**src/framer_pkg.sv**
```systemverilog
`default_nettype none
// ============================================================
// shared constants of the segment header framer
package framer_pkg;

  // segment control octet 0 layout
  localparam int         SC0_RES_LSB    = 4;
  localparam int         SC0_TMR_BIT    = 3;
  localparam int         SC0_CC_BIT     = 2;
  localparam int         SC0_CAP_BIT    = 1;
  localparam int         SC0_FINAL_BIT  = 0;
  localparam logic [3:0] SC0_RES_VALUE  = 4'h0;
  // segment control octet 1 layout
  localparam int         SC1_COUNT_LSB  = 2;

  // frame control word layout
  localparam int         FC_TYPE_LSB    = 0;
  localparam int         FC_ACKREQ_BIT  = 5;
  localparam int         FC_PANCOMP_BIT = 6;
  localparam int         FC_DMODE_LSB   = 10;
  localparam int         FC_VER_LSB     = 12;
  localparam int         FC_SMODE_LSB   = 14;
  localparam logic [15:0] FC_VER_MASK   = 16'hCFFF;
  localparam logic [15:0] FC_BEACON     = 16'h8000;
  localparam logic [15:0] FC_RESP       = 16'h8843;

  // addressing modes and field sizes in octets
  localparam logic [1:0] AM_SHORT       = 2'h2;
  localparam logic [1:0] AM_EXT         = 2'h3;
  localparam logic [3:0] PAN_OCTETS     = 4'h2;
  localparam logic [3:0] SHORT_OCTETS   = 4'h2;
  localparam logic [3:0] EXT_OCTETS     = 4'h8;

  // transmit request kinds
  localparam logic [1:0] KIND_DATA      = 2'h0;
  localparam logic [1:0] KIND_BEACON    = 2'h1;
  localparam logic [1:0] KIND_CMD       = 2'h2;
  localparam logic [1:0] KIND_ACK       = 2'h3;

  // fixed octets
  localparam logic [7:0] CMD_TONE_MAP_RESP = 8'h0A;
  localparam logic [7:0] GTS_SPEC_NONE     = 8'h00;
  localparam logic [7:0] PEND_ADDR_NONE    = 8'h00;
  localparam int         TM_PAYLOAD_OCTETS = 7;

  // prebuilt frame image lengths
  localparam int         BUF_DEPTH      = 20;
  localparam logic [4:0] HDR_LEN        = 5'h06;
  localparam logic [4:0] BEACON_LEN     = 5'h0E;
  localparam logic [4:0] RESP_LEN       = 5'h14;
  localparam logic [4:0] BODY_IDX       = 5'h1F;
  localparam logic [9:0] BEACON_SEG_LEN = 10'h00D;
  localparam logic [9:0] RESP_SEG_LEN   = 10'h013;

  // receive octet positions
  localparam logic [7:0] RX_SEQ_IDX     = 8'h05;
  localparam logic [7:0] RX_DPAN_IDX    = 8'h06;
  localparam logic [7:0] RX_IDX_MAX     = 8'hFF;

  typedef enum logic [1:0] {TX_IDLE, TX_HDR, TX_BODY} tx_state_type;

endpackage : framer_pkg
`default_nettype wire

```
**src/field_sizes_if.sv**
```systemverilog
`timescale 1ns/1ps
`default_nettype none
// ============================================================
// frame control word in, address field sizes out
interface field_sizes_if;
  logic [15:0] fc;
  logic [3:0]  dpan_len;
  logic [3:0]  daddr_len;
  logic [3:0]  span_len;
  logic [3:0]  saddr_len;
  modport sizer (input fc, output dpan_len, daddr_len, span_len, saddr_len);
  modport user  (output fc, input dpan_len, daddr_len, span_len, saddr_len);
endinterface : field_sizes_if
`default_nettype wire

```
**src/addr_field_sizer.sv**
```systemverilog
`timescale 1ns/1ps
`default_nettype none
// ============================================================
// decodes addressing modes into field lengths
module addr_field_sizer (
  field_sizes_if.sizer sz  // frame control in, sizes out
);

  function automatic logic [3:0] addr_len(input logic [1:0] mode);
    case (mode)
      framer_pkg::AM_SHORT: addr_len = framer_pkg::SHORT_OCTETS;
      framer_pkg::AM_EXT:   addr_len = framer_pkg::EXT_OCTETS;
      default:              addr_len = 4'h0;
    endcase
  endfunction : addr_len

  // pan fields exist only with an address; compression drops the source pan
  always_comb begin
    sz.daddr_len = addr_len(sz.fc[framer_pkg::FC_DMODE_LSB +: 2]);
    sz.saddr_len = addr_len(sz.fc[framer_pkg::FC_SMODE_LSB +: 2]);
    sz.dpan_len  = (sz.daddr_len != 4'h0) ? framer_pkg::PAN_OCTETS : 4'h0;
    sz.span_len  = ((sz.saddr_len != 4'h0) && !sz.fc[framer_pkg::FC_PANCOMP_BIT]) ?
                   framer_pkg::PAN_OCTETS : 4'h0;
  end

endmodule : addr_field_sizer
`default_nettype wire

```
**src/mac_segment_header_framer.sv**
```systemverilog
// What this block does
// - Beacons we send carry no pending address list.
// - Beacons we send carry an empty payload.
// - No acknowledgement frame is ever built; acks go out as a pulse on the phy ack request.
// - The frame version bits of the frame control word are forced to zero and ignored.
// - Every MAC header starts with three segment control octets ahead of the frame control word.
// - Fields follow in order: segment control, frame control, sequence, destination pan and address, source pan and address, payload.
// - Bit 3 of octet 0 is the tone map request flag.
// - Bit 2 of octet 0 is the contention control flag.
// - Bit 1 of octet 0 is the access priority flag.
// - Bit 0 of octet 0 is the final segment flag.
// - Octet 1 holds the six-bit segment count over the top two length bits; octet 2 the rest.
// - A received tone map request with a short source address triggers a tone map response command frame to its sender.
`timescale 1ns/1ps
`default_nettype none
module mac_segment_header_framer (
  input  wire logic        ref_clk,                  // 100 MHz clock
  input  wire logic        rst_n,                    // synchronous reset, active low
  input  wire logic        tx_start,                 // frame request, taken while tx_idle
  input  wire logic [1:0]  tx_kind,                  // data, beacon, command or ack
  input  wire logic [15:0] tx_fc,                    // frame control word
  input  wire logic        tx_tmr,                   // tone map request flag
  input  wire logic        tx_cc,                    // contention control flag
  input  wire logic        tx_cap,                   // access priority flag
  input  wire logic        tx_final,                 // final segment flag
  input  wire logic [5:0]  tx_seg_count,             // segment counter
  input  wire logic [9:0]  tx_seg_len,               // segment length
  input  wire logic [15:0] tx_superframe,            // beacon superframe word
  input  wire logic [15:0] own_pan,                  // our pan id
  input  wire logic [15:0] own_short,                // our short address
  input  wire logic [55:0] tm_payload,               // tone map response payload
  output logic             tx_idle,                  // ready for a request
  output logic             tx_reject,                // request refused, pulse
  output logic             tm_resp_sent,             // response frame queued out, pulse
  input  wire logic [7:0]  body_data,                // body octet
  input  wire logic        body_valid,               // body octet valid
  input  wire logic        body_last,                // last body octet
  output logic             body_ready,               // body octet accepted
  output logic [7:0]       out_data,                 // frame octet out
  output logic             out_valid,                // frame octet valid
  output logic             out_last,                 // last octet of frame
  input  wire logic        out_ready,                // sink takes octet
  input  wire logic [7:0]  rx_data,                  // received octet
  input  wire logic        rx_valid,                 // received octet valid
  input  wire logic        rx_last,                  // last received octet
  output logic             rx_hdr_valid,             // header parsed, pulse
  output logic             rx_tmr,                   // tone map request flag
  output logic             rx_cc,                    // contention control flag
  output logic             rx_cap,                   // access priority flag
  output logic             rx_final,                 // final segment flag
  output logic [5:0]       rx_seg_count,             // segment counter
  output logic [9:0]       rx_seg_len,               // segment length
  output logic [15:0]      rx_fc,                    // frame control, version cleared
  output logic [7:0]       rx_seq,                   // sequence number
  output logic [15:0]      rx_src_short,             // sender short address
  output logic             phy_ack_request_primitive // ack request to phy, pulse
);

  // ==========================================================
  // receive parser
  field_sizes_if sizes ();
  addr_field_sizer u_sizer (.sz(sizes.sizer));

  logic [7:0]  rx_idx,   next_rx_idx;
  logic [15:0] rx_dpan,  next_rx_dpan;
  logic [15:0] rx_span,  next_rx_span;
  logic        src_ok,   next_src_ok;
  logic        resp_pending, next_resp_pending;
  logic [15:0] resp_pan, next_resp_pan;
  logic [15:0] resp_dst, next_resp_dst;
  logic        next_rx_hdr_valid, next_rx_tmr, next_rx_cc, next_rx_cap, next_rx_final;
  logic [5:0]  next_rx_seg_count;
  logic [9:0]  next_rx_seg_len;
  logic [15:0] next_rx_fc;
  logic [7:0]  next_rx_seq;
  logic [15:0] next_rx_src_short;
  logic        next_phy_ack;
  logic [7:0]  src_off;
  logic        resp_take;

  assign sizes.fc = rx_fc;

  // octet position decode of the incoming header
  always_comb begin
    next_rx_idx = rx_idx;  next_rx_dpan = rx_dpan;  next_rx_span = rx_span;
    next_src_ok = src_ok;  next_resp_pan = resp_pan;  next_resp_dst = resp_dst;
    next_rx_tmr = rx_tmr;  next_rx_cc = rx_cc;  next_rx_cap = rx_cap;
    next_rx_final = rx_final;  next_rx_seg_count = rx_seg_count;
    next_rx_seg_len = rx_seg_len;  next_rx_fc = rx_fc;  next_rx_seq = rx_seq;
    next_rx_src_short = rx_src_short;
    next_rx_hdr_valid = 1'b0;
    next_phy_ack = 1'b0;
    next_resp_pending = resp_pending & ~resp_take;
    src_off = RX_DPAN_IDX_SUM();
    if (rx_valid) begin
      case (rx_idx)
        8'h00: begin
          next_rx_tmr   = rx_data[framer_pkg::SC0_TMR_BIT];
          next_rx_cc    = rx_data[framer_pkg::SC0_CC_BIT];
          next_rx_cap   = rx_data[framer_pkg::SC0_CAP_BIT];
          next_rx_final = rx_data[framer_pkg::SC0_FINAL_BIT];
          next_src_ok   = 1'b0;
        end
        8'h01: begin
          next_rx_seg_count     = rx_data[7:framer_pkg::SC1_COUNT_LSB];
          next_rx_seg_len[9:8]  = rx_data[1:0];
        end
        8'h02: next_rx_seg_len[7:0] = rx_data;
        8'h03: next_rx_fc[7:0]      = rx_data;
        8'h04: next_rx_fc[15:8]     = rx_data & framer_pkg::FC_VER_MASK[15:8];
        8'h05: begin
          next_rx_seq       = rx_data;
          next_rx_hdr_valid = 1'b1;
        end
        default: ;
      endcase
      // pan and address fields sit at offsets set by the addressing modes
      if (rx_idx == framer_pkg::RX_DPAN_IDX) next_rx_dpan[7:0] = rx_data;
      if (rx_idx == framer_pkg::RX_DPAN_IDX + 8'h01) next_rx_dpan[15:8] = rx_data;
      if (sizes.span_len != 4'h0 && rx_idx == src_off - 8'h02) next_rx_span[7:0] = rx_data;
      if (sizes.span_len != 4'h0 && rx_idx == src_off - 8'h01) next_rx_span[15:8] = rx_data;
      if (sizes.saddr_len == framer_pkg::SHORT_OCTETS && rx_idx == src_off)
        next_rx_src_short[7:0] = rx_data;
      if (sizes.saddr_len == framer_pkg::SHORT_OCTETS && rx_idx == src_off + 8'h01) begin
        next_rx_src_short[15:8] = rx_data;
        next_src_ok = 1'b1;
      end
      if (rx_last) begin
        next_rx_idx = 8'h00;
        if (rx_idx >= framer_pkg::RX_SEQ_IDX) begin
          next_phy_ack = rx_fc[framer_pkg::FC_ACKREQ_BIT];
          if (rx_tmr && src_ok) begin
            next_resp_pending = 1'b1;
            next_resp_dst     = rx_src_short;
            next_resp_pan     = (sizes.span_len != 4'h0) ? rx_span : rx_dpan;
          end
        end
      end else if (rx_idx != framer_pkg::RX_IDX_MAX) begin
        next_rx_idx = rx_idx + 8'h01;
      end
    end
  end

  function automatic logic [7:0] RX_DPAN_IDX_SUM();
    RX_DPAN_IDX_SUM = framer_pkg::RX_DPAN_IDX + {4'h0, sizes.dpan_len}
                    + {4'h0, sizes.daddr_len} + {4'h0, sizes.span_len};
  endfunction : RX_DPAN_IDX_SUM

  // receive registers
  always_ff @(posedge ref_clk) begin
    if (!rst_n) begin
      rx_idx <= 8'h00;  rx_dpan <= 16'h0000;  rx_span <= 16'h0000;  src_ok <= 1'b0;
      resp_pending <= 1'b0;  resp_pan <= 16'h0000;  resp_dst <= 16'h0000;
      rx_hdr_valid <= 1'b0;  rx_tmr <= 1'b0;  rx_cc <= 1'b0;  rx_cap <= 1'b0;
      rx_final <= 1'b0;  rx_seg_count <= 6'h00;  rx_seg_len <= 10'h000;
      rx_fc <= 16'h0000;  rx_seq <= 8'h00;  rx_src_short <= 16'h0000;
      phy_ack_request_primitive <= 1'b0;
    end else begin
      rx_idx <= next_rx_idx;  rx_dpan <= next_rx_dpan;  rx_span <= next_rx_span;
      src_ok <= next_src_ok;  resp_pending <= next_resp_pending;
      resp_pan <= next_resp_pan;  resp_dst <= next_resp_dst;
      rx_hdr_valid <= next_rx_hdr_valid;  rx_tmr <= next_rx_tmr;  rx_cc <= next_rx_cc;
      rx_cap <= next_rx_cap;  rx_final <= next_rx_final;
      rx_seg_count <= next_rx_seg_count;  rx_seg_len <= next_rx_seg_len;
      rx_fc <= next_rx_fc;  rx_seq <= next_rx_seq;  rx_src_short <= next_rx_src_short;
      phy_ack_request_primitive <= next_phy_ack;
    end
  end

  // ==========================================================
  // transmit framer
  framer_pkg::tx_state_type state, next_state;
  logic [7:0] frame_buf [framer_pkg::BUF_DEPTH];
  logic [7:0] next_buf  [framer_pkg::BUF_DEPTH];
  logic [7:0] img       [framer_pkg::BUF_DEPTH];
  logic [4:0] img_len, len, next_len, pos, next_pos, out_idx, next_out_idx;
  logic       img_stream, stream, next_stream;
  logic       cur_beacon, next_cur_beacon, cur_resp, next_cur_resp;
  logic [7:0] seq, next_seq, next_out_data;
  logic       user_go, use_resp, load;
  logic       next_tx_idle, next_tx_reject, next_tm_resp_sent;
  logic       next_body_ready, next_out_valid, next_out_last;
  logic [7:0] sc0;

  assign user_go  = tx_start && tx_idle;
  assign use_resp = !user_go;

  // frame image: segment control first, then the header octets
  always_comb begin
    for (int i = 0; i < framer_pkg::BUF_DEPTH; i++) img[i] = 8'h00;
    sc0 = {framer_pkg::SC0_RES_VALUE, tx_tmr, tx_cc, tx_cap, tx_final};
    img[0] = sc0;
    img[1] = {tx_seg_count, tx_seg_len[9:8]};
    img[2] = tx_seg_len[7:0];
    img[3] = tx_fc[7:0];
    img[4] = tx_fc[15:8] & framer_pkg::FC_VER_MASK[15:8];
    img[5] = seq;
    img_len    = framer_pkg::HDR_LEN;
    img_stream = 1'b1;
    if (use_resp) begin
      img[0] = {framer_pkg::SC0_RES_VALUE, 4'h1};
      img[1] = {6'h00, framer_pkg::RESP_SEG_LEN[9:8]};
      img[2] = framer_pkg::RESP_SEG_LEN[7:0];
      img[3] = framer_pkg::FC_RESP[7:0];
      img[4] = framer_pkg::FC_RESP[15:8];
      img[6] = resp_pan[7:0];   img[7] = resp_pan[15:8];
      img[8] = resp_dst[7:0];   img[9] = resp_dst[15:8];
      img[10] = own_short[7:0]; img[11] = own_short[15:8];
      img[12] = framer_pkg::CMD_TONE_MAP_RESP;
      for (int j = 0; j < framer_pkg::TM_PAYLOAD_OCTETS; j++) img[13 + j] = tm_payload[8*j +: 8];
      img_len    = framer_pkg::RESP_LEN;
      img_stream = 1'b0;
    end else if (tx_kind == framer_pkg::KIND_BEACON) begin
      img[0] = {framer_pkg::SC0_RES_VALUE, 1'b0, tx_cc, tx_cap, 1'b1};
      img[1] = {6'h00, framer_pkg::BEACON_SEG_LEN[9:8]};
      img[2] = framer_pkg::BEACON_SEG_LEN[7:0];
      img[3] = framer_pkg::FC_BEACON[7:0];
      img[4] = framer_pkg::FC_BEACON[15:8];
      img[6] = own_pan[7:0];       img[7] = own_pan[15:8];
      img[8] = own_short[7:0];     img[9] = own_short[15:8];
      img[10] = tx_superframe[7:0]; img[11] = tx_superframe[15:8];
      img[12] = framer_pkg::GTS_SPEC_NONE;
      img[13] = framer_pkg::PEND_ADDR_NONE;
      img_len    = framer_pkg::BEACON_LEN;
      img_stream = 1'b0;
    end
  end

  // request intake, header emission and body pass-through
  always_comb begin
    next_state = state;  next_len = len;  next_pos = pos;  next_stream = stream;
    next_cur_beacon = cur_beacon;  next_cur_resp = cur_resp;  next_seq = seq;
    next_out_idx = out_idx;  next_out_data = out_data;  next_out_last = out_last;
    next_out_valid = out_valid && !out_ready;
    next_body_ready = body_ready;
    next_tx_reject = 1'b0;  next_tm_resp_sent = 1'b0;
    resp_take = 1'b0;  load = 1'b0;
    case (state)
      framer_pkg::TX_IDLE: begin
        if (user_go) begin
          if (tx_kind == framer_pkg::KIND_ACK) next_tx_reject = 1'b1;
          else load = 1'b1;
        end else if (resp_pending && tx_idle) begin
          load = 1'b1;
          resp_take = 1'b1;
        end
      end
      framer_pkg::TX_HDR: begin
        if (!out_valid || out_ready) begin
          next_out_data  = frame_buf[pos];
          next_out_valid = 1'b1;
          next_out_idx   = pos;
          next_out_last  = (pos == len - 5'h01) && !stream;
          next_pos       = pos + 5'h01;
          if (pos == len - 5'h01) begin
            next_state        = stream ? framer_pkg::TX_BODY : framer_pkg::TX_IDLE;
            next_tm_resp_sent = cur_resp && !stream;
          end
        end
      end
      framer_pkg::TX_BODY: begin
        if (body_ready && body_valid) begin
          next_body_ready = 1'b0;
          next_out_data   = body_data;
          next_out_valid  = 1'b1;
          next_out_idx    = framer_pkg::BODY_IDX;
          next_out_last   = body_last;
          if (body_last) next_state = framer_pkg::TX_IDLE;
        end else if (!body_ready && (!out_valid || out_ready)) begin
          next_body_ready = 1'b1;
        end
      end
      default: next_state = framer_pkg::TX_IDLE;
    endcase
    if (load) begin
      next_state = framer_pkg::TX_HDR;  next_len = img_len;  next_stream = img_stream;
      next_pos = 5'h00;  next_seq = seq + 8'h01;  next_cur_resp = use_resp;
      next_cur_beacon = !use_resp && (tx_kind == framer_pkg::KIND_BEACON);
    end
    for (int k = 0; k < framer_pkg::BUF_DEPTH; k++) next_buf[k] = load ? img[k] : frame_buf[k];
    next_tx_idle = (next_state == framer_pkg::TX_IDLE) && !next_out_valid;
  end

  // transmit registers
  always_ff @(posedge ref_clk) begin
    if (!rst_n) begin
      state <= framer_pkg::TX_IDLE;  len <= 5'h00;  pos <= 5'h00;  stream <= 1'b0;
      cur_beacon <= 1'b0;  cur_resp <= 1'b0;  seq <= 8'h00;  out_idx <= 5'h00;
      out_data <= 8'h00;  out_valid <= 1'b0;  out_last <= 1'b0;  body_ready <= 1'b0;
      tx_idle <= 1'b0;  tx_reject <= 1'b0;  tm_resp_sent <= 1'b0;
      for (int k = 0; k < framer_pkg::BUF_DEPTH; k++) frame_buf[k] <= 8'h00;
    end else begin
      state <= next_state;  len <= next_len;  pos <= next_pos;  stream <= next_stream;
      cur_beacon <= next_cur_beacon;  cur_resp <= next_cur_resp;  seq <= next_seq;
      out_idx <= next_out_idx;  out_data <= next_out_data;  out_valid <= next_out_valid;
      out_last <= next_out_last;  body_ready <= next_body_ready;
      tx_idle <= next_tx_idle;  tx_reject <= next_tx_reject;  tm_resp_sent <= next_tm_resp_sent;
      for (int k = 0; k < framer_pkg::BUF_DEPTH; k++) frame_buf[k] <= next_buf[k];
    end
  end
endmodule : mac_segment_header_framer
`default_nettype wire

```
**config.mk**
```make
export PLATFORM = sky130hd
export DESIGN_NAME = mac_segment_header_framer
export DESIGN_NICKNAME = d
export VERILOG_FILES = /design/src/framer_pkg.sv /design/src/field_sizes_if.sv /design/src/addr_field_sizer.sv /design/src/mac_segment_header_framer.sv
export SDC_FILE = /design/constraint.sdc
export NUM_CORES = 1
export LEC_CHECK = 0
export BUFFER_PORTS_ARGS = -buffer_cell sky130_fd_sc_hd__buf_2
export CORE_UTILIZATION = 42
export DETAILED_ROUTE_END_ITERATION = 8
export SETUP_SLACK_MARGIN = 0.3
export SLEW_MARGIN = 10
export SYNTH_ARGS = -nofsm -noshare
export SYNTH_HDL_FRONTEND = slang
export SYNTH_SLANG_ARGS = --single-unit
export TNS_END_PERCENT = 20
```
**constraint.sdc**
```tcl
create_clock -name ref_clk -period 10.65 [get_ports ref_clk]
set_input_delay 1.065 -clock ref_clk [delete_from_list [all_inputs] [get_ports ref_clk]]
set_output_delay 1.065 -clock ref_clk [all_outputs]
set_load 0.02 [all_outputs]
```
==> load_flow_metrics.sql, run 1 <==
INSERT INTO impl_metrics (metric_group, metric, value, unit) VALUES
('status', 'run_status', 'complete, no violations', ''),
('route', 'first_pass_iters', '5', ''),
('yosys', 'synthesis.area_per_instance', '11.4', 'um2'),
('finish', 'layout.cells.most_common_list', 'buf_2, dfxtp_1, edfxtp_1, nor2_1, nand2_1', ''),
('route', 'm1WireLength', '16100', 'um'),
('min_path', 'min_delay_worst_endpoint', 'resp_dst[6]', ''),
('sta', 'period_needed', '4100', 'ps'),
('min_path', 'hold-path-cell-count', '2', ''),
('power_and_ir_drop', 'power.sequential.fraction', '0.498', ''),
('worst_setup_path', 'worst-r2r-cell-count', '10', ''),
('sta', 'final_min_period_over_clock_period', '0.385', ''),
('global_route', 'grt_start_max_net_pins', '99', ''),
('global_route', 'antenna_found_initial', '4', ''),
('power_and_ir_drop', 'p_int', '2.13', 'mW'),
('global_route', 'grt_pass1_wl', '55300', 'um'),
('sta', 'timing.final.max_slew_violations', '0', ''),
('sta', 'clock.fmax', '244', 'MHz'),
('finish', 'layout.core_utilization', '0.507', ''),
('power_and_ir_drop', 'power_density', '167', 'mW/mm2'),
('floorplanning', 'placeable_area', '0.0328', 'mm2'),
('finish', 'antenna_cells', '0', ''),
('global_route', 'globalRouteTotalUtil', '0.211', ''),
('yosys', 'synth.ff_latch_count', '320', ''),
('finish', 'fin_nets', '1610', ''),
('power_and_ir_drop', 'part_of_the_total_power_dissipated_in_the_clock_network', '0.421', ''),
('sta', 'setup_viol', '0', ''),
('sta', 'rsz0062_at_grt', 'no', ''),
('sta', 'tightest_slew', '1160', 'ps'),
('cts', 'clock_pin_slew_on_the_worst_setup_and_hold_paths', '60', 'ps'),
('yosys', 'synth.distinct_cells', '64', ''),
('cts', 'tritoncts', 'built', ''),
('floorplanning', 'io_pins', '242', ''),
('worst_setup_path', 'cp_data_arrival_time', '4440', 'ps'),
('placed_design', 'globalplace.congestion', '0.864', ''),
('yosys', 'netlist_area', '0.0141', 'mm2'),
('yosys', 'number_of_enable_flip_flop_cells_after_synthesis', '147', ''),
('flow_run', 'drv.max_cap_violation_count', '0', ''),
('route', 'drt-vias-per-instance', '5.38', ''),
('yosys', 'synth.largest_area_cell', 'edfxtp_1', ''),
('route', 'met2RoutedLength', '16900', 'um'),
('sta', 'worst_slew_margin_rel', '0.218', ''),
('cts', 'ctsResizeCount', '0', ''),
('finish', 'fillers', '3033', ''),
('power_and_ir_drop', 'total_power', '2.77', 'mW'),
('cts', 'cts-buffers-inserted', '36', ''),
('finish', 'drive_gt1_frac', '0.243', ''),
('floorplanning', 'effective_utilization_at_floorplan', '0.431', ''),
('route', 'vias', '10200', ''),
('cts', 'cell_chosen_for_the_clock_root', 'clkbuf_16', ''),
('placed_design', 'detailed_place_hpwl', '24900', 'um'),
('floorplanning', 'die_height', '185', 'um'),
('min_path', 'worstHoldPathType', 'register to register', ''),
('cts', 'cts_hold_buffers', '0', ''),
('sta', 'fin_worst_skew', '17.3', 'ps'),
('yosys', 'synth_top_cells_by_area', 'edfxtp_1, dfxtp_1, mux2i_1, mux4_2, nor2_1', ''),
('power_and_ir_drop', 'peak_supply_drop', '0.0000913', 'V'),
('route', 'routed_wirelength', '36500', 'um'),
('cts', 'cts.sink_count', '320', ''),
('cts', 'cts-root-to-sink-buffers', '3', ''),
('power_and_ir_drop', 'power.share.switching', '0.231', ''),
('cts', 'worst_skew_late_latency', '510', 'ps'),
('min_path', 'worst_hold_startpoint', 'resp_dst[6]', ''),
('global_route', 'via_count_of_the_first_global_routing_pass', '9704', ''),
('worst_setup_path', 'register_to_register_setup_slack', '6550', 'ps'),
('floorplanning', 'fp.dieW', '185', 'um'),
('finish', 'layout_commonest_cell', 'buf_2', ''),
('floorplanning', 'floorplan.rows', '66', ''),
('route', 'wl_per_cell', '19.3', 'um'),
('cts', 'cts.repair_timing.setup_buffer_count', '0', ''),
('power_and_ir_drop', 'switching_power', '0.639', 'mW'),
('power_and_ir_drop', 'cellLeakagePower', '7.06', 'nW');
synth_stat cells (5+ instances only):
| library cell | instances |
|---|---|
| nor2_1 | 141 |
| a311oi_1 | 17 |
| nand3_1 | 18 |
| mux2_2 | 8 |
| mux2i_1 | 86 |
| nand3_2 | 5 |
| nand2_1 | 92 |
| a22o_1 | 48 |
| mux4_2 | 28 |
| o31ai_1 | 16 |
| inv_1 | 18 |
| and3_1 | 45 |
| o21ai_0 | 15 |
| buf_4 | 9 |
| ha_1 | 15 |
| edfxtp_1 | 147 |
| nand4_1 | 29 |
| clkbuf_1 | 49 |
| a21oi_1 | 57 |
| buf_2 | 28 |
| nor3_1 | 10 |
| nand2b_1 | 10 |
| and2_1 | 47 |
| dfxtp_1 | 173 |
| nor2b_1 | 8 |
| xnor2_1 | 10 |
| xor2_1 | 13 |
| buf_1 | 5 |
| a22oi_1 | 5 |
| a21o_1 | 10 |
| a221oi_1 | 8 |
power groups by stage:
stage | sequential (mW) | clock [mW] | combinational (mW)
6_report | 1.38 | 1.16 | 0.226
5_1_grt | 1.38 | 1.24 | 0.245
4_1_cts | 1.38 | 1.19 | 0.228
3_5_place_dp | 1.40 | 0 | 0.227
3_3_place_gp | 1.40 | 0 | 0.226
2_1_floorplan | 1.41 | 0 | 0.135
critical path: stages (launching register included):
cell	delay [ps]
dfxtp_1	360
nand2b_1	620
clkinv_1	730
ha_1	470
xor2_1	160
ha_1	300
xnor2_1	130
a31oi_1	270
nand4_1	420
o31ai_1	370
a21oi_1	90
metal layers:
metal | vias to the layer above | global-route usage
met5 | - | 0
met4 | 8 | 0.0608
met3 | 69 | 0.0499
met2 | 330 | 0.336
met1 | 4872 | 0.284
li1 | 4919 | -
worst max path at each step:
stage             start                to  slack (ps)
3_3_place_gp   tx_start  frame_buf[16][3]        6500
4_1_cts        rx_fc[6]        rx_span[7]        6460
6_report       rx_fc[6]        rx_span[7]        6550
5_1_grt        rx_fc[6]        rx_span[0]        6010
3_5_place_dp   tx_start  frame_buf[17][3]        6480
2_1_floorplan  tx_start   frame_buf[0][0]        4870
registers in the layout (all words and copies together) (netlist names), 10 cells and up, named ones only:
signal        cells
rx_span          16
rx_dpan          16
resp_pan         16
frame_buf       147
rx_src_short     16
resp_dst         16
rx_fc            14
rx_seg_len       10
through the flow:
step,hold WS (ps),std cells,cell area [um2],setup WS [ps]
after floorplan,437,1239,14100,4870
after global placement,444,1833,15500,6500
after detailed placement,450,1833,15500,6480
after CTS,458,1895,16600,6460
after global routing,470,1895,16600,6010
final,457,1895,16600,6550
layout make-up:
type	count	area share
Multi-Input combinational cell	803	0.345
Sequential cell	320	0.474
Clock buffer	53	0.0617
Tap cell	442	0.0333
Inverter	20	0.00497
Timing Repair Buffer	248	0.0763
Clock inverter	9	0.00422
logic make-up after synthesis:
kind of cell	count (synthesis)	synth area share
and+or+nand+nor	425	0.149
DFF	320	0.558
AOI/OAI and AO/OA	213	0.110
muxes	122	0.112
buffers and inverters	116	0.0375
xor gates and xnor gates	26	0.0191
adders and majority gates	15	0.0133
other	1	0.000266
Note: power is estimated with default switching activity, not from simulation.
==> run 2, diff against run 1 <==
- clock period: 10.65 -> 4.2 ns (I/O delays scaled with it)
==> load_flow_metrics.sql, run 2 (synthesized netlist as in run 1, its figures left out) <==
INSERT INTO impl_metrics (metric_group, metric, value, unit) VALUES
('route', 'detail_route.drc_violations', '0', ''),
('worst_setup_path', 'worst-r2r-cell-count', '8', ''),
('finish', 'layout_commonest_cell', 'buf_2', ''),
('route', 'drt-vias-per-instance', '5.39', ''),
('power_and_ir_drop', 'power_density', '427', 'mW/mm2'),
('worst_setup_path', 'critical_path.n_buffers_inverters', '4', ''),
('sta', 'timing.final.max_slew_violations', '0', ''),
('finish', 'register_with_the_highest_flop_count', 'frame_buf', ''),
('global_route', 'grt_start_max_net_pins', '74', ''),
('cts', 'ctsResizeCount', '0', ''),
('cts', 'cts_hold_buffers', '0', ''),
('global_route', 'antenna_found_initial', '4', ''),
('sta', 'clock.fmax', '335', 'MHz'),
('min_path', 'hold-path-cell-count', '2', ''),
('floorplanning', 'placeable_area', '0.0328', 'mm2'),
('sta', 'fin_worst_skew', '12.9', 'ps'),
('route', 'routed_wirelength', '37100', 'um'),
('cts', 'htree_levels', '2', ''),
('worst_setup_path', 'timing_worst_setup_path_type', 'register to register', ''),
('cts', 'cts-buffers-inserted', '36', ''),
('worst_setup_path', 'timing.critical_path.cells', 'inv_1, ha_1, nand2_1, nor3_4, buf_4, nor2_2, inv_6, buf_12', ''),
('sta', 'final_min_period_over_clock_period', '0.710', ''),
('min_path', 'min_delay_worst_endpoint', 'body_ready', ''),
('cts', 'cts-root-to-sink-buffers', '3', ''),
('cts', 'tritoncts', 'built', ''),
('floorplanning', 'floorplan.rows', '66', ''),
('worst_setup_path', 'cpPeakStageDelay', '550', 'ps'),
('global_route', 'grt_pass1_wl', '56600', 'um'),
('finish', 'drive_gt1_frac', '0.251', ''),
('sta', 'finalWorstSetupSlack', '1220', 'ps'),
('global_route', 'via_count_of_the_first_global_routing_pass', '9970', ''),
('route', 'wl_per_cell', '19.4', 'um'),
('route', 'vias', '10300', ''),
('placed_design', 'globalplace.congestion', '0.857', ''),
('min_path', 'worstHoldPathType', 'primary input to register', ''),
('cts', 'cell_chosen_for_the_clock_root', 'clkbuf_16', ''),
('power_and_ir_drop', 'peak_supply_drop', '0.000282', 'V'),
('worst_setup_path', 'worstPathRequired', '4390', 'ps'),
('power_and_ir_drop', 'cellLeakagePower', '7.16', 'nW'),
('sta', 'worst_slew_margin_rel', '0.421', ''),
('status', 'run_status', 'complete, no violations', ''),
('cts', 'worst_skew_late_latency', '510', 'ps'),
('placed_design', 'dpl_worst_slack', '1200', 'ps'),
('sta', 'tightest_slew', '869', 'ps'),
('sta', 'period_needed', '2980', 'ps'),
('finish', 'fin_nets', '1620', ''),
('route', 'dr.first_iter.drc_count', '686', ''),
('global_route', 'globalRouteTotalUtil', '0.216', ''),
('finish', 'fillers', '2972', ''),
('global_route', 'overall_overflow_remaining_after_global_route', '0', ''),
('floorplanning', 'effective_utilization_at_floorplan', '0.431', ''),
('sta', 'final_report_hold_violation_count', '0', ''),
('cts', 'cts.sink_count', '320', ''),
('worst_setup_path', 'cp_data_arrival_time', '3170', 'ps'),
('floorplanning', 'io_pins', '242', ''),
('worst_setup_path', 'slowest_stage_cell_on_the_critical_path', 'inv_6', ''),
('worst_setup_path', 'critPathMaxFanout', '72', ''),
('worst_setup_path', 'worstReg2RegEnd', 'frame_buf[16][2]', ''),
('finish', 'layout.core_utilization', '0.513', ''),
('min_path', 'worst_hold_startpoint', 'body_valid', ''),
('finish', 'synthToLayoutAreaGrowth', '19.2', '%'),
('power_and_ir_drop', 'total_power', '7.19', 'mW'),
('finish', 'multi_input_area', '0.00575', 'mm2'),
('worst_setup_path', 'critical_path.endpoint_type', 'register', ''),
('route', 'first_pass_iters', '5', ''),
('floorplanning', 'fp.dieW', '185', 'um'),
('cts', 'cts.repair_timing.setup_buffer_count', '0', ''),
('route', 'drt.antenna.violating_nets', '0', ''),
('flow_run', 'drv.max_cap_violation_count', '0', ''),
('sta', 'rsz0062_at_grt', 'no', ''),
('worst_setup_path', 'path_delay_family', 'buffers and inverters', ''),
('sta', 'fin_setup_tns', '0', 'ps'),
('finish', 'layout.cells.most_common_list', 'buf_2, dfxtp_1, edfxtp_1, nor2_1, nand2_1', ''),
('cts', 'clock_pin_slew_on_the_worst_setup_and_hold_paths', '60', 'ps'),
('worst_setup_path', 'timing.rr.start', 'state[1]', ''),
('placed_design', 'detailed_place_hpwl', '25500', 'um'),
('finish', 'regArea', '0.00788', 'mm2'),
('worst_setup_path', 'register_to_register_setup_slack', '1220', 'ps'),
('sta', 'setup_viol', '0', ''),
('placed_design', 'placement.io_buffers', '237', ''),
('floorplanning', 'die_area', '0.0343', 'mm2'),
('worst_setup_path', 'setup.worst_path.start_class', 'register', ''),
('floorplanning', 'die_height', '185', 'um'),
('finish', 'largest_register_ffs', '147', '');
## run 2: cell types whose count changed in the layout (fill, tap and decap cells not counted)
cell	previous run	this run
nor4_1	3	2
nor4_2	0	1
bufinv_16	1	2
clkbuf_1	12	8
clkinv_1	3	4
diode_2	0	2
buf_4	11	18
buf_12	0	3
clkinv_2	5	3
clkbuf_8	4	9
## run 2: area by class of cell
cell class	count	share of cell area
tap	442	0.0329
multi-input combinational	803	0.342
inverter	20	0.00491
sequential	320	0.468
clock inverter	9	0.00558
timing repair buffer	258	0.0821
antenna	2	0.000297
clock buffer	54	0.0642
## run 2: how the worst max path moves through the flow
stage                     slack [ps]  depth (start not counted)                to     start
final                           1220                          8  frame_buf[16][2]  state[1]
after detailed placement        1200                         11        rx_span[4]  rx_fc[6]
after global placement          1320                          8  frame_buf[17][3]  state[1]
after global routing             960                         11        rx_span[7]  rx_fc[6]
after floorplan                  800                          8           tx_idle  state[0]
after CTS                       1200                         11        rx_span[4]  rx_fc[6]
## run 2: metal layers
| layer | vias up | track usage | wire [um] |
|---|---|---|---|
| met5 | - | 0 | 26 |
| met4 | 4 | 0.0734 | 1050 |
| met3 | 68 | 0.0554 | 2730 |
| met2 | 321 | 0.344 | 17100 |
| met1 | 4926 | 0.285 | 16100 |
| li1 | 4958 | - | - |
## run 2: through the flow
stage	area (um2)	cells	hold WS [ps]
floorplan	14100	1239	437
global placement	15600	1843	444
detailed placement	15600	1843	448
CTS	16800	1906	131
global route	16800	1906	150
finish	16800	1908	153
## run 2: report_power, final
part / internal, mW / total, mW / switching, mW
sequential: 3.43 / 3.50 / 0.0741
clock: 1.89 / 3.11 / 1.22
combinational: 0.235 / 0.582 / 0.348
## run 2: worst register-to-register path: stages, from the launching register on
cell     delay, ps
dfxtp_1        350
inv_1          120
ha_1           230
nand2_1        150
nor3_4         240
buf_4          470
nor2_2         200
inv_6          550
buf_12         360
